### src/design/exec_pkg.sv
package exec_pkg;

    // ------------------------------------------------------------
    // operation codes from the decoder
    // ------------------------------------------------------------
    typedef enum logic [2:0] {
        and_immediate_op     = 3'h0,
        and_register_op      = 3'h1,
        arith_shift_right_op = 3'h2,
        bit_clear_op         = 3'h3,
        bit_set_op           = 3'h4,
        rel_jump_literal_op  = 3'h5,
        rel_jump_accum_op    = 3'h6
    } exec_op_t;

    // ------------------------------------------------------------
    // sequencer states
    // ------------------------------------------------------------
    typedef enum logic [0:0] {
        st_execute = 1'b0,  // accepting an operation
        st_flush   = 1'b1   // forced no-operation after a jump
    } exec_state_t;

    // ------------------------------------------------------------
    // widths and field constants
    // ------------------------------------------------------------
    localparam int DATA_WIDTH = 8;       // data path width
    localparam int ADDR_WIDTH = 7;       // register operand field, 0..127
    localparam int BITSEL_WIDTH = 3;     // bit position field, 0..7
    localparam int OFFSET_WIDTH = 9;     // signed literal jump offset
    localparam int PC_WIDTH = 15;        // program counter width
    localparam int SIGN_BIT = 7;         // sign bit of the operand
    localparam int OFFSET_SIGN_BIT = 8;  // sign bit of the offset
    localparam logic DEST_ACCUM = 1'b0;  // target select: accumulator
    localparam logic DEST_REG = 1'b1;    // target select: register
    localparam logic [7:0] ZERO_BYTE = 8'h00;
    localparam logic [0:0] ONE_BIT = 1'b1;
    localparam int JUMP_CYCLES = 2;      // cycles taken by a jump

endpackage

### src/design/logic_shift_bit_branch_exec.sv
// Operation
// - AND accumulator with literal, only null flag
// - AND accumulator with register, only null flag
// - target select 0 accumulator, 1 register
// - shift right, bit 0 into borrow flag
// - shift keeps sign bit, goes to target
// - register field 0..127, bit field 0..7
// - bit clear forces bit zero, no flags
// - bit set forces bit one, no flags
// - literal jump: incremented counter plus signed offset
// - literal jump takes two cycles
// - accumulator jump: zero-extended accumulator added, no flags
// - accumulator jump takes two cycles
// - counter change adds a discarding no-op cycle
`timescale 1ns/1ps
`default_nettype none

module logic_shift_bit_branch_exec
    import exec_pkg::*;
#(
    parameter int PCW = PC_WIDTH  // program counter width
)
(
    input wire logic clk_sys,
    input wire logic reset_n,
    input wire logic clk_en,
    input wire logic op_valid,
    input wire exec_op_t op_code,
    input wire logic [DATA_WIDTH-1:0] imm_value,
    input wire logic [ADDR_WIDTH-1:0] reg_addr,
    input wire logic [BITSEL_WIDTH-1:0] bit_pos,
    input wire logic dest_sel,
    input wire logic [OFFSET_WIDTH-1:0] jump_offset,
    input wire logic [DATA_WIDTH-1:0] accum_value,
    input wire logic [DATA_WIDTH-1:0] reg_rdata,
    input wire logic [PCW-1:0] pc_incr,
    output logic op_ready,
    output logic [DATA_WIDTH-1:0] accum_wdata,
    output logic accum_we,
    output logic [ADDR_WIDTH-1:0] reg_waddr,
    output logic [DATA_WIDTH-1:0] reg_wdata,
    output logic reg_we,
    output logic zero_flag,
    output logic zero_we,
    output logic carry_flag,
    output logic carry_we,
    output logic [PCW-1:0] pc_target,
    output logic pc_load,
    output logic fetch_discard
);

    // ------------------------------------------------------------
    // state record
    // ------------------------------------------------------------
    typedef struct packed {
        exec_state_t state;                // sequencer state
        logic [DATA_WIDTH-1:0] acc_data;   // accumulator write data
        logic acc_we;                      // accumulator write strobe
        logic [ADDR_WIDTH-1:0] reg_addr;   // register write address
        logic [DATA_WIDTH-1:0] reg_data;   // register write data
        logic reg_we;                      // register write strobe
        logic zero;                        // null flag value
        logic zero_we;                     // null flag write strobe
        logic carry;                       // borrow flag value
        logic carry_we;                    // borrow flag write strobe
        logic [PCW-1:0] pc;                // new counter value
        logic pc_we;                       // counter load strobe
        logic flush;                       // discard cycle marker
    } exec_regs_t;

    exec_regs_t cur;       // registered state
    exec_regs_t next_cur;  // next state

    // ------------------------------------------------------------
    // result path
    // ------------------------------------------------------------
    logic [DATA_WIDTH-1:0] alu_result;  // data result
    logic alu_carry;                    // shifted-out bit
    logic alu_zero;                     // result is zero
    logic take;                         // operation accepted this cycle
    logic [PCW-1:0] offset_ext;         // sign-extended literal offset
    logic [PCW-1:0] accum_ext;          // zero-extended accumulator

    exec_result_unit u_result (
        .op(op_code),
        .accum(accum_value),
        .operand(reg_rdata),
        .imm(imm_value),
        .bit_pos(bit_pos),
        .result(alu_result),
        .carry_out(alu_carry),
        .zero_out(alu_zero)
    );

    // handshake: refuse new work during the discard cycle
    assign op_ready = (cur.state == st_execute);
    assign take = op_valid && op_ready && clk_en;

    // offset extension for the two jump kinds
    assign offset_ext = {{(PCW-OFFSET_WIDTH){jump_offset[OFFSET_SIGN_BIT]}}, jump_offset};
    assign accum_ext = {{(PCW-DATA_WIDTH){1'b0}}, accum_value};

    // ------------------------------------------------------------
    // next-state logic
    // ------------------------------------------------------------
    always_comb begin
        next_cur = cur;
        // strobes last one cycle
        next_cur.acc_we = 1'b0;
        next_cur.reg_we = 1'b0;
        next_cur.zero_we = 1'b0;
        next_cur.carry_we = 1'b0;
        next_cur.pc_we = 1'b0;
        next_cur.flush = 1'b0;
        case (cur.state)
            st_execute: begin
                if (take) begin
                    case (op_code)
                        and_immediate_op: begin
                            // literal form always targets accumulator
                            next_cur.acc_data = alu_result;
                            next_cur.acc_we = 1'b1;
                            next_cur.zero = alu_zero;
                            next_cur.zero_we = 1'b1;
                        end
                        and_register_op, arith_shift_right_op: begin
                            if (dest_sel == DEST_ACCUM) begin
                                next_cur.acc_data = alu_result;
                                next_cur.acc_we = 1'b1;
                            end else begin
                                next_cur.reg_addr = reg_addr;
                                next_cur.reg_data = alu_result;
                                next_cur.reg_we = 1'b1;
                            end
                            next_cur.zero = alu_zero;
                            next_cur.zero_we = 1'b1;
                            if (op_code == arith_shift_right_op) begin
                                next_cur.carry = alu_carry;
                                next_cur.carry_we = 1'b1;
                            end
                        end
                        bit_clear_op, bit_set_op: begin
                            // write back only, no flag strobes
                            next_cur.reg_addr = reg_addr;
                            next_cur.reg_data = alu_result;
                            next_cur.reg_we = 1'b1;
                        end
                        rel_jump_literal_op: begin
                            next_cur.pc = pc_incr + offset_ext;
                            next_cur.pc_we = 1'b1;
                            next_cur.state = st_flush;
                        end
                        rel_jump_accum_op: begin
                            next_cur.pc = pc_incr + accum_ext;
                            next_cur.pc_we = 1'b1;
                            next_cur.state = st_flush;
                        end
                        default: begin
                            next_cur.state = st_execute;  // unknown code ignored
                        end
                    endcase
                end
            end
            st_flush: begin
                // second cycle executes as a no-op
                next_cur.flush = 1'b1;
                next_cur.state = st_execute;
            end
            default: begin
                next_cur.state = st_execute;
            end
        endcase
    end

    // ------------------------------------------------------------
    // state register, frozen while clock enable is low
    // ------------------------------------------------------------
    always_ff @(posedge clk_sys or negedge reset_n) begin
        if (!reset_n) begin
            cur <= '0;
        end else if (clk_en) begin
            cur <= next_cur;
        end
    end

    // ------------------------------------------------------------
    // outputs
    // ------------------------------------------------------------
    assign accum_wdata = cur.acc_data;
    assign accum_we = cur.acc_we;
    assign reg_waddr = cur.reg_addr;
    assign reg_wdata = cur.reg_data;
    assign reg_we = cur.reg_we;
    assign zero_flag = cur.zero;
    assign zero_we = cur.zero_we;
    assign carry_flag = cur.carry;
    assign carry_we = cur.carry_we;
    assign pc_target = cur.pc;
    assign pc_load = cur.pc_we;
    assign fetch_discard = cur.flush;
endmodule

`default_nettype wire

### src/design/exec_result_unit.sv
`timescale 1ns/1ps
`default_nettype none

// combinational result path for the logic, shift and bit operations
module exec_result_unit
    import exec_pkg::*;
(
    input wire exec_op_t op,
    input wire logic [DATA_WIDTH-1:0] accum,
    input wire logic [DATA_WIDTH-1:0] operand,
    input wire logic [DATA_WIDTH-1:0] imm,
    input wire logic [BITSEL_WIDTH-1:0] bit_pos,
    output logic [DATA_WIDTH-1:0] result,
    output logic carry_out,
    output logic zero_out
);

    // ------------------------------------------------------------
    // operation select
    // ------------------------------------------------------------
    logic [DATA_WIDTH-1:0] bit_mask;  // one-hot mask of the chosen bit

    always_comb begin
        bit_mask = ZERO_BYTE;
        bit_mask[bit_pos] = 1'b1;
        result = operand;
        carry_out = operand[0];
        case (op)
            and_immediate_op: begin
                result = accum & imm;
            end
            and_register_op: begin
                result = accum & operand;
            end
            arith_shift_right_op: begin
                // sign bit kept, rest moves down one place
                result = {operand[SIGN_BIT], operand[DATA_WIDTH-1:1]};
            end
            bit_clear_op: begin
                result = operand & ~bit_mask;
            end
            bit_set_op: begin
                result = operand | bit_mask;
            end
            default: begin
                result = operand;  // jumps produce no data
            end
        endcase
        zero_out = (result == ZERO_BYTE);
    end

endmodule

`default_nettype wire

### config.mk
export PLATFORM = sky130hd
export DESIGN_NAME = logic_shift_bit_branch_exec
export DESIGN_NICKNAME = d
export VERILOG_FILES = /design/src/design/exec_pkg.sv /design/src/design/logic_shift_bit_branch_exec.sv /design/src/design/exec_result_unit.sv
export SDC_FILE = /design/constraint.sdc
export NUM_CORES = 1
export LEC_CHECK = 0
export BUFFER_PORTS_ARGS = -buffer_cell sky130_fd_sc_hd__buf_2
export CAP_MARGIN = 0
export CORE_MARGIN = 5
export CORE_UTILIZATION = 40
export DETAILED_ROUTE_END_ITERATION = 8
export HOLD_SLACK_MARGIN = 0.05
export PLACE_DENSITY = 0.7
export SLEW_MARGIN = 20
export SYNTH_ARGS = -nofsm -noshare
export SYNTH_HDL_FRONTEND = slang
export SYNTH_SLANG_ARGS = --single-unit
### constraint.sdc
create_clock -name clk_sys -period 5.05 [get_ports clk_sys]
set_clock_uncertainty 0.2 [all_clocks]
set_input_delay 1.515 -clock clk_sys [delete_from_list [all_inputs] [get_ports clk_sys]]
set_output_delay 1.515 -clock clk_sys [all_outputs]
set_load 0.02 [all_outputs]
# Word level (Yosys, flattened, before mapping)
# Index checks and enable logic that the tools add are counted.
# W data, S select, Z words.
[totals]
reg_bits = 47
out_inout_bits = 47
elab_cells = 64
in_bits = 66
[op_classes]
addsub = 2
mux = 16
n_lt_le_gt_ge = 2
eq_ne = 8
n_reduce_logical = 17
bitwise = 6
[op_table]
columns = ["operator", "n"]
rows = [
  ["$pmux W16 S2", 2],
  ["$mux W46", 1],
  ["$pmux W8 S5", 1],
  ["$mux W37", 1],
  ["$and A8 B8 Y8", 3],
  ["$pmux W9 S2", 1],
  ["$mux W16", 1],
  ["$add A15 B15 Y15", 1],
  ["$add A15 B8 Y15", 1],
  ["$reduce_and A5 Y1", 3],
  ["$eq A3 B3 Y1 const B", 3],
  ["$mux W9", 1],
  ["$logic_not A8 Y1", 1],
  ["$not A8 Y8", 1],
  ["$or A8 B8 Y8", 1],
  ["$reduce_and A4 Y1", 2],
  ["$eq A3 B2 Y1 const B", 2],
  ["$mux W2", 3],
  ["$reduce_bool A2 Y1", 3],
  ["$reduce_or A2 Y1", 3],
  ["$lt A3 B4 Y1 const B", 1],
  ["$ne A2 B2 Y1 const B", 2],
  ["$demux W1 S3", 1],
  ["$eq A3 B1 Y1 const B", 1],
  ["7 further kinds", 11],
]

# Depth between registers and ports, before layout
# Gate-level depths: netlist of run 1.
[depth]
ltp_word = 11
ltp_mapped = 12
mapped_depth_nobuf = 11

# Modules after synthesis
# Synthesis of run 1 repeated with hierarchy kept, for this count alone.
[hier_totals]
cells_unflattened = 299
area_unflattened_um2 = 2975.4
[by_module_without_submodules]
columns = ["mod", "n_inst", "area_per_inst_um2", "cells_each", "seq_area_each_um2"]
rows = [
  ["logic_shift_bit_branch_exec", 1, 2491.1, 227, 1151.1],
  ["exec_result_unit", 1, 484.2, 72, 0.0],
]

# Worst setup path after synthesis of run 1
# OpenSTA, ideal clock, no wires.
[synth_path]
path_type = "in2reg"
from = "in op_code[0]"
to = "reg cur, in the netlist pc_target[14]"
setup_slack_ns = 0.955
required_ns = 4.727
cell_stages = 12
setup_time_ns = 0.123
path_buffers = 1
t_arrival_ns = 3.772
path_cell_list = "nand3b_2 buf_2 mux2_2 ha_1 inv_1 fa_1 nand2b_1 a21oi_1 o41ai_4 o41ai_2 xnor2_1 o21ai_1"
[synth_between]
elab_chain_cells = 3
word_cells_on_any_way = 5
classes_between = "eq/ne (2); mux (1); reduce/logical (2)"
[synth_rtl]
columns = ["element", "line_no", "rtl"]
rows = [
  ["start: declaration", "logic_shift_bit_branch_exec.sv:28", "input wire exec_op_t op_code,"],
  ["$eq A3 B3 Y1", "logic_shift_bit_branch_exec.sv:118", "case (op_code)"],
  ["$reduce_bool A2 Y1 (no source line)", "-", ""],
  ["$reduce_and A4 Y1 (no source line)", "-", ""],
  ["end signal: assignment", "logic_shift_bit_branch_exec.sv:182", "cur <= next_cur;"],
  ["end: declaration", "logic_shift_bit_branch_exec.sv:71", "exec_regs_t cur;"],
]
# Several ways; a longest one is shown, not always the timed one.
# A chain may end at the register's enable or synchronous reset.

# Worst setup path after layout of run 1
[layout_path]
from = "in op_code[0]"
to = "reg cur, in the netlist pc_target[13]"
# Same word-level chain as after synthesis.

==> results of run 1 <==
-- cells by family after synthesis --
family,Yosys count,synth area share [%]
flip-flops,46,35.8
AO/OA/AOI/OAI,97,21.5
AND/OR/NAND/NOR,110,17.5
buffers and inverters,38,5.38
multiplexers,30,10.4
XOR/XNOR,15,4.09
adder cells (fa/ha/maj),13,5.22
-- registers in the layout, indices dropped and copies added, names as in the netlist --
name and count:
pc_target 15, accum_wdata 8, reg_wdata 8, reg_waddr 7, accum_we 1, carry_flag 1, carry_we 1, cur 1
fetch_discard 1, reg_we 1, zero_flag 1, zero_we 1
-- routing by layer --
metal  share of wire, %  track usage, %
met4                1.1            3.68
met1                 44            24.2
met2                 47            30.6
met3                7.9            4.35
met5                  0               0
-- tightest hold or removal path, cell delays in order (launching register included) --
cell and delay, ps:
dfrtp_1 350, nand2_1 40, o21ai_0 60
-- cell usage after synthesis (3+ instances only) --
cell type	n	area [um^2]
a21oi_1	20	100
nor3_1	9	45.0
o21ai_0	19	95.1
nand3_1	8	40.0
nand3b_1	3	22.5
nor2_1	27	101
buf_2	12	60.1
xor2_1	5	43.8
inv_1	12	45.0
o2111ai_1	3	26.3
nor2b_1	4	25.0
nand2_1	32	120
nand2b_1	4	25.0
nand4_1	4	25.0
a32oi_1	3	26.3
o221ai_1	3	26.3
o21ai_1	5	25.0
a21o_1	5	37.5
ha_1	11	138
clkbuf_1	9	33.8
dfrtp_1	46	1150
xnor2_1	10	87.6
a31oi_1	5	31.3
o211ai_1	6	45.0
o21a_1	3	22.5
or3_1	3	18.8
mux2_2	28	315
-- final timing paths --
kind	start	end	slack, ps	cells after the start
max	op_code[0]	pc_target[13]	720	10
min	pc_target[3]	pc_target[3]	290	2
max reg2reg	cur[46]	pc_target[13]	2510	6
min reg2reg	pc_target[3]	pc_target[3]	290	2
max in group asynchronous	reset_n	fetch_discard	3240	1
min in group asynchronous	reset_n	accum_wdata[5]	1020	1
-- through the flow --
step,utilization (%),hold WS [ps],cell area (um^2),power (mW)
after global routing,50.3,314,3910,1.42
after global placement,48.8,263,3790,1.05
after CTS,50.3,292,3900,1.35
after floorplan,-,390,3210,0.869
final,50.3,287,3910,1.33
after detailed placement,48.8,268,3790,1.06
-- power breakdown --
group / total, mW / switching (mW) / internal [mW]
clock network: 0.281 / 0.132 / 0.148
logic: 0.534 / 0.327 / 0.208
registers: 0.515 / 0.0477 / 0.467
total: 1.33 / 0.506 / 0.824
-- layout make-up --
type / instances / area [um^2] / share of cell area, %
clock buffers: 5 / 68.8 / 1.76
clock inverters: 3 / 43.8 / 1.12
inverters: 13 / 48.8 / 1.25
multi-input cells: 265 / 1890 / 48.3
flip-flops and latches: 46 / 1150 / 29.5
well taps: 102 / 128 / 3.27
repair buffers: 114 / 578 / 14.8
==> results.ini, run 1 <==
[outcome]
status = completed

[critical_path]
worstPathMaxFanout = 22
worstSetupStartpointType = input pin
crit_family = compound AO/OA/AOI/OAI gates
cp.buffers_inverters = 1
required_ps = 5020
critical_path_arrival_ps = 4300
cp_slowest_cell = a2111oi_0
worstPathCellList = buf_2, nand3b_2, mux2_2, ha_1, a21oi_1, nand2_1, o311ai_2, a22oi_1, a2111oi_0, a311oi_1
cp-end-kind = flop
path_class = in2reg
cp_slowest_stage_delay_ps = 430

[final_layout]
drive_above_1_share_pct = 36.1
diodes = 0
final_common_cell = buf_2
final_cells = 548
final_cell_mix = 111 x buf_2, 46 x dfrtp_1, 32 x nand2_1
nets = 523
area_growth_syn_to_layout_pct = 21.6
n_fill_cell = 794

[clocking]
post-cts-setup-buffers = 0
htree_levels = 2
hold_buffers = 0
cts_buffers = 5
post_cts_resized = 0
cts_buffer_depth = 2
cts_tree = built
clock_sinks = 46
clock_latency_ps = 300
cts_root_buf = clkbuf_8
path_clk_slew_ps = 90

[routing]
routedWlPerCell_um = 16.3
vias = 3006
vias_per_cell = 5.49
drc = 0
dr.pass1.iters = 4
wirelength_um = 8960
drtAntennaViolNets = 0
drt_iter0_markers = 91

[grt]
grt_pass1_wl_um = 14700
grt_max_degree = 47
grt_pass1_vias = 2950
grt_overflow = 0
antenna_found_initial = 0
grtUsageTotal_pct = 18.3

[power_and_ir_drop]
pwr_density_cell_mw_per_mm2 = 340
ir_drop_uv = 133
power.leakage_nw = 1.85

[sta]
layout_setup_ws_ps = 718
clock.fmax_mhz = 231
min_period_over_period_pct = 85.8
rsz0062_at_grt = no
setup_viol = 0
finalMaxSlewViolations = 0
slew_headroom_pct = 29.5
worst_pin_slew_ps = 1060
period_minus_slack_ps = 4330
finalSetupTns_ps = 0
hold_violations = 0

[die]
core_area_mm2 = 0.00777
die_h_um = 99.6
row_count = 32
dieArea_mm2 = 0.00992
initial_core_util_pct = 41.3
io_pins = 113
fp.dieW_um = 99.6

[run]
maxCapViolCount = 0

[synthesis]
synthCells = 349
synth_nets = 427
yosysSeqAreaShare_pct = 35.8
yosys_warnings = 0
yosysUniqueCellTypes = 68
synth_edf_count = 0
async_flop_share_pct = 100
avgSynthCellArea_um2 = 9.20
ys_ff_latch = 46
netlist_area_mm2 = 0.00321
ys.flop_type = dfrtp_1

[place]
place_hpwl_um = 6970
post-place-ws_ps = 432
io_buffers = 112
gp_congestion = 0.853
dp.cells = 540

[worst_hold_path]
min_path_type = reg2reg

No activity file was read; power rests on OpenSTA's default activity.
==> run 2, diff against run 1 <==
--- a/config.mk
+++ b/config.mk
@@ -12,6 +12,7 @@
 export DETAILED_ROUTE_END_ITERATION = 8
 export HOLD_SLACK_MARGIN = 0.05
 export PLACE_DENSITY = 0.7
+export REMOVE_ABC_BUFFERS = 1
 export SLEW_MARGIN = 20
 export SYNTH_ARGS = -nofsm -noshare
 export SYNTH_HDL_FRONTEND = slang
==> results.ini, run 2 (synthesis results as in run 1) <==
[routing]
dr.pass1.iters = 4
wirelength_um = 9030
vias_per_cell = 5.54
routedWlPerCell_um = 16.4
vias = 3048
drtAntennaViolNets = 0
drt_iter0_markers = 131
drc = 0

[die]
initial_core_util_pct = 41.3
die_h_um = 99.6
fp.dieW_um = 99.6
row_count = 32
dieArea_mm2 = 0.00992
io_pins = 113
core_area_mm2 = 0.00777

[final_layout]
nets = 525
largest_reg_flops = 15
final_cell_mix = 111 x buf_2, 46 x dfrtp_1, 32 x nand2_1
drive_above_1_share_pct = 36.4
diodes = 0
final_common_cell = buf_2
area_growth_syn_to_layout_pct = 21.5

[sta]
worst_pin_slew_ps = 890
slew_headroom_pct = 40.6
layout_setup_ws_ps = 748
hold_violations = 0
finalMaxSlewViolations = 0
clock.fmax_mhz = 232
hold-worst-slack_ps = 284
period_minus_slack_ps = 4300
min_period_over_period_pct = 85.2
rsz0062_at_grt = no
finalSetupTns_ps = 0
setup_viol = 0

[clocking]
clock_latency_ps = 310
post_cts_resized = 0
cts_tree = built
hold_buffers = 0
cts_buffer_depth = 2
cts_root_buf = clkbuf_8
htree_levels = 2
cts_buffers = 5
path_clk_slew_ps = 110
clock_sinks = 46
post-cts-setup-buffers = 0

[worst_hold_path]
min_path_type = reg2reg
holdPathStages = 2

[critical_path]
rr_worst_depth = 5
required_ps = 5040
cp_slowest_stage_delay_ps = 500
worstSetupStartpointType = input pin
worstPathMaxFanout = 16
r2r_setup_slack_ps = 2570
worstPathCellList = buf_2, nand3b_2, mux2_2, ha_1, a21oi_1, nand2_1, o311ai_2, a22oi_1, a2111oi_0, a311oi_1
cp-end-kind = flop
path_class = in2reg
cp_slowest_cell = a2111oi_0
critical_path_arrival_ps = 4290

[grt]
use_met1_pct = 24.1
grt_max_degree = 47
use_met2_pct = 30.3
grt_busiest_layer = met2
grtUsageMet3_pct = 4.91
antenna_found_initial = 1
grt_pass1_wl_um = 14800
grtUsageTotal_pct = 18.3
grt_pass1_vias = 2999
grt_overflow = 0

[place]
gp_congestion = 0.844
io_buffers = 112
place_hpwl_um = 6900
post-place-ws_ps = 400

[outcome]
status = completed

[power_and_ir_drop]
ir_drop_uv = 136
power.leakage_nw = 1.84
pwr_density_cell_mw_per_mm2 = 333

[run]
maxCapViolCount = 0

[run 2: cell types whose count changed in the layout (fill, tap and decap cells not counted)]
cell	change
clkinv_4	+1
bufinv_16	-1
clkinv_2	-1
clkinvlp_4	+1
buf_4	+2
[run 2: area by class of cell]
type,instances,area (um^2)
clock inverter,3,25.0
inverter,13,48.8
multi-input combinational,265,1890
sequential,46,1150
tap,102,128
clock buffer,5,68.8
timing repair buffer,116,593
fill,782,3860
[run 2: metal layers]
layer	share of wire [%]	wire [um]
met3	9.5	856
met4	0.68	61
met1	43	3900
met2	47	4200
met5	0.14	13
[run 2: path summary, 6_finish.rpt]
check	from	end
worst max-delay path	op_code[2]	pc_target[13]
worst min-delay path	pc_target[8]	pc_target[8]
worst max register to register	cur[46]	pc_target[13]
worst min register to register	pc_target[8]	pc_target[8]
max in group asynchronous	reset_n	pc_target[14]
min in group asynchronous	reset_n	pc_target[5]
[run 2: through the flow]
| stage | area (um^2) | utilization [%] | power (mW) | cells |
|---|---|---|---|---|
| after CTS | 3900 | 50.2 | 1.32 | 550 |
| after detailed placement | 3810 | 49.0 | 1.06 | 542 |
| final | 3900 | 50.2 | 1.30 | 550 |
| after global placement | 3810 | 49.0 | 1.05 | 542 |
| after floorplan | 3090 | - | 0.851 | 324 |
| after global routing | 3900 | 50.2 | 1.39 | 550 |
[run 2: report_power, final]
group / switching, mW / internal (mW)
logic: 0.325 / 0.209
registers: 0.0496 / 0.467
clock network: 0.150 / 0.100
[run 2: critical path: cells and delay by family]
family	cells	cell delay [ps]
buf+inv	1	260
fa+ha+maj	1	310
mux	1	390
simple gates	2	440
compound gates	5	1370
==> run 3, diff against run 2 <==
--- a/config.mk
+++ b/config.mk
@@ -7,7 +7,7 @@
 export LEC_CHECK = 0
 export BUFFER_PORTS_ARGS = -buffer_cell sky130_fd_sc_hd__buf_2
 export CAP_MARGIN = 0
-export CORE_MARGIN = 5
+export CORE_MARGIN = 1
 export CORE_UTILIZATION = 40
 export DETAILED_ROUTE_END_ITERATION = 8
 export HOLD_SLACK_MARGIN = 0.05
==> results.ini, run 3 (synthesis results as in run 1) <==
[routing]
vias_per_cell = 5.57
routedWlPerCell_um = 15.7
vias = 3061
drc = 0
wirelength_um = 8620
drt_iter0_markers = 135
dr.pass1.iters = 5
drtAntennaViolNets = 0

[power_and_ir_drop]
power.leakage_nw = 1.84
pwr_density_cell_mw_per_mm2 = 331
p_total_mw = 1.29
ir_drop_uv = 136

[clocking]
post_cts_resized = 0
path_clk_slew_ps = 100
cts_tree = built
htree_levels = 2
post-cts-setup-buffers = 0
clock_latency_ps = 300
clock_sinks = 46
cts_root_buf = clkbuf_8
cts_buffers = 5
hold_buffers = 0
cts_buffer_depth = 2

[final_layout]
final_common_cell = buf_2
n_fill_cell = 773
largest_reg_flops = 15
final_cells = 550
multi_input_area_mm2 = 0.00189
seqCellArea_mm2 = 0.00115
drive_above_1_share_pct = 36.4
nets = 525
area_growth_syn_to_layout_pct = 21.5
final_cell_mix = 111 x buf_2, 46 x dfrtp_1, 32 x nand2_1
diodes = 0

[critical_path]
worstPathCellList = buf_2, nand3b_2, mux2_2, ha_1, inv_1, fa_1, nand2b_1, a21oi_1, o41ai_4, o41ai_2, xnor2_1, o21ai_1
worstPathMaxFanout = 16
worstSetupStartpointType = input pin
cp-end-kind = flop
cp_slowest_cell = fa_1
required_ps = 5010
cp_slowest_stage_delay_ps = 390
path_class = in2reg
critical_path_arrival_ps = 4250

[place]
dp.cells = 542
gp_congestion = 0.824
post-place-ws_ps = 443
io_buffers = 112
place_hpwl_um = 6630

[worst_hold_path]
min_path_type = reg2reg

[sta]
slew_headroom_pct = 45.4
min_period_over_period_pct = 85.1
clock.fmax_mhz = 233
hold-worst-slack_ps = 284
finalMaxSlewViolations = 0
finalSetupTns_ps = 0
setup_viol = 0
hold_violations = 0
period_minus_slack_ps = 4300
rsz0062_at_grt = no
layout_setup_ws_ps = 755
worst_pin_slew_ps = 818

[die]
core_area_mm2 = 0.00773
die_h_um = 91.6
fp.dieW_um = 91.6
dieArea_mm2 = 0.00839
row_count = 32
initial_core_util_pct = 41.6
io_pins = 113

[grt]
grt_overflow = 0
grt_max_degree = 47
grt_pass1_vias = 2922
grt_pass1_wl_um = 14200
antenna_found_initial = 0
grtUsageTotal_pct = 21.0

[outcome]
status = completed

[run]
maxCapViolCount = 0

[run 3: cell types whose count changed in the layout (fill, tap and decap cells not counted)]
cell,before,now
clkinv_4,1,0
clkinvlp_4,1,2
[run 3: layer usage]
| layer | global-route usage (%) | vias up | part of all wire, % |
|---|---|---|---|
| met5 | 0 | - | 0 |
| met1 | 28.0 | 1437 | 44 |
| met4 | 6.22 | 0 | 1.6 |
| li1 | - | 1477 | - |
| met2 | 33.7 | 130 | 46 |
| met3 | 4.86 | 17 | 8.3 |
[run 3: path summary, 6_finish.rpt]
path	start	to	slack [ps]	depth (start not counted)
min reg2reg	reg_we	reg_we	280	1
min in group asynchronous	reset_n	cur[46]	1000	1
max in group asynchronous	reset_n	reg_waddr[5]	3250	1
max	op_code[2]	pc_target[14]	750	12
max reg2reg	cur[46]	pc_target[13]	2620	6
min	reg_we	reg_we	280	1
[run 3: cell type report]
| cell class | count | share of cell area, % |
|---|---|---|
| clock buffer | 5 | 1.76 |
| clock inverter | 3 | 0.609 |
| inverter | 13 | 1.25 |
| multi-input combinational | 265 | 48.4 |
| sequential | 46 | 29.5 |
| tap | 102 | 3.27 |
| timing repair buffer | 116 | 15.2 |
[run 3: power by group]
part | leakage [nW] | total (mW) | switching, mW | internal (mW)
combinational | 1.23 | 0.535 | 0.326 | 0.209
clock | 0.0408 | 0.241 | 0.141 | 0.0993
sequential | 0.569 | 0.515 | 0.0481 | 0.467
[run 3: critical path, delay by kind of cell]
| kind | cells | cell delay (ps) |
|---|---|---|
| fa+ha+maj | 2 | 560 |
| mux | 1 | 330 |
| simple gates | 2 | 490 |
| compound gates | 4 | 870 |
| buf+inv | 2 | 330 |
| xor+xnor | 1 | 160 |
[run 3: metrics by stage]
stage          cell area [um^2]  utilization [%]
2_1_floorplan              3090                -
3_3_place_gp               3810             49.3
3_5_place_dp               3810             49.3
4_1_cts                    3900             50.5
5_1_grt                    3900             50.5
6_report                   3900             50.5
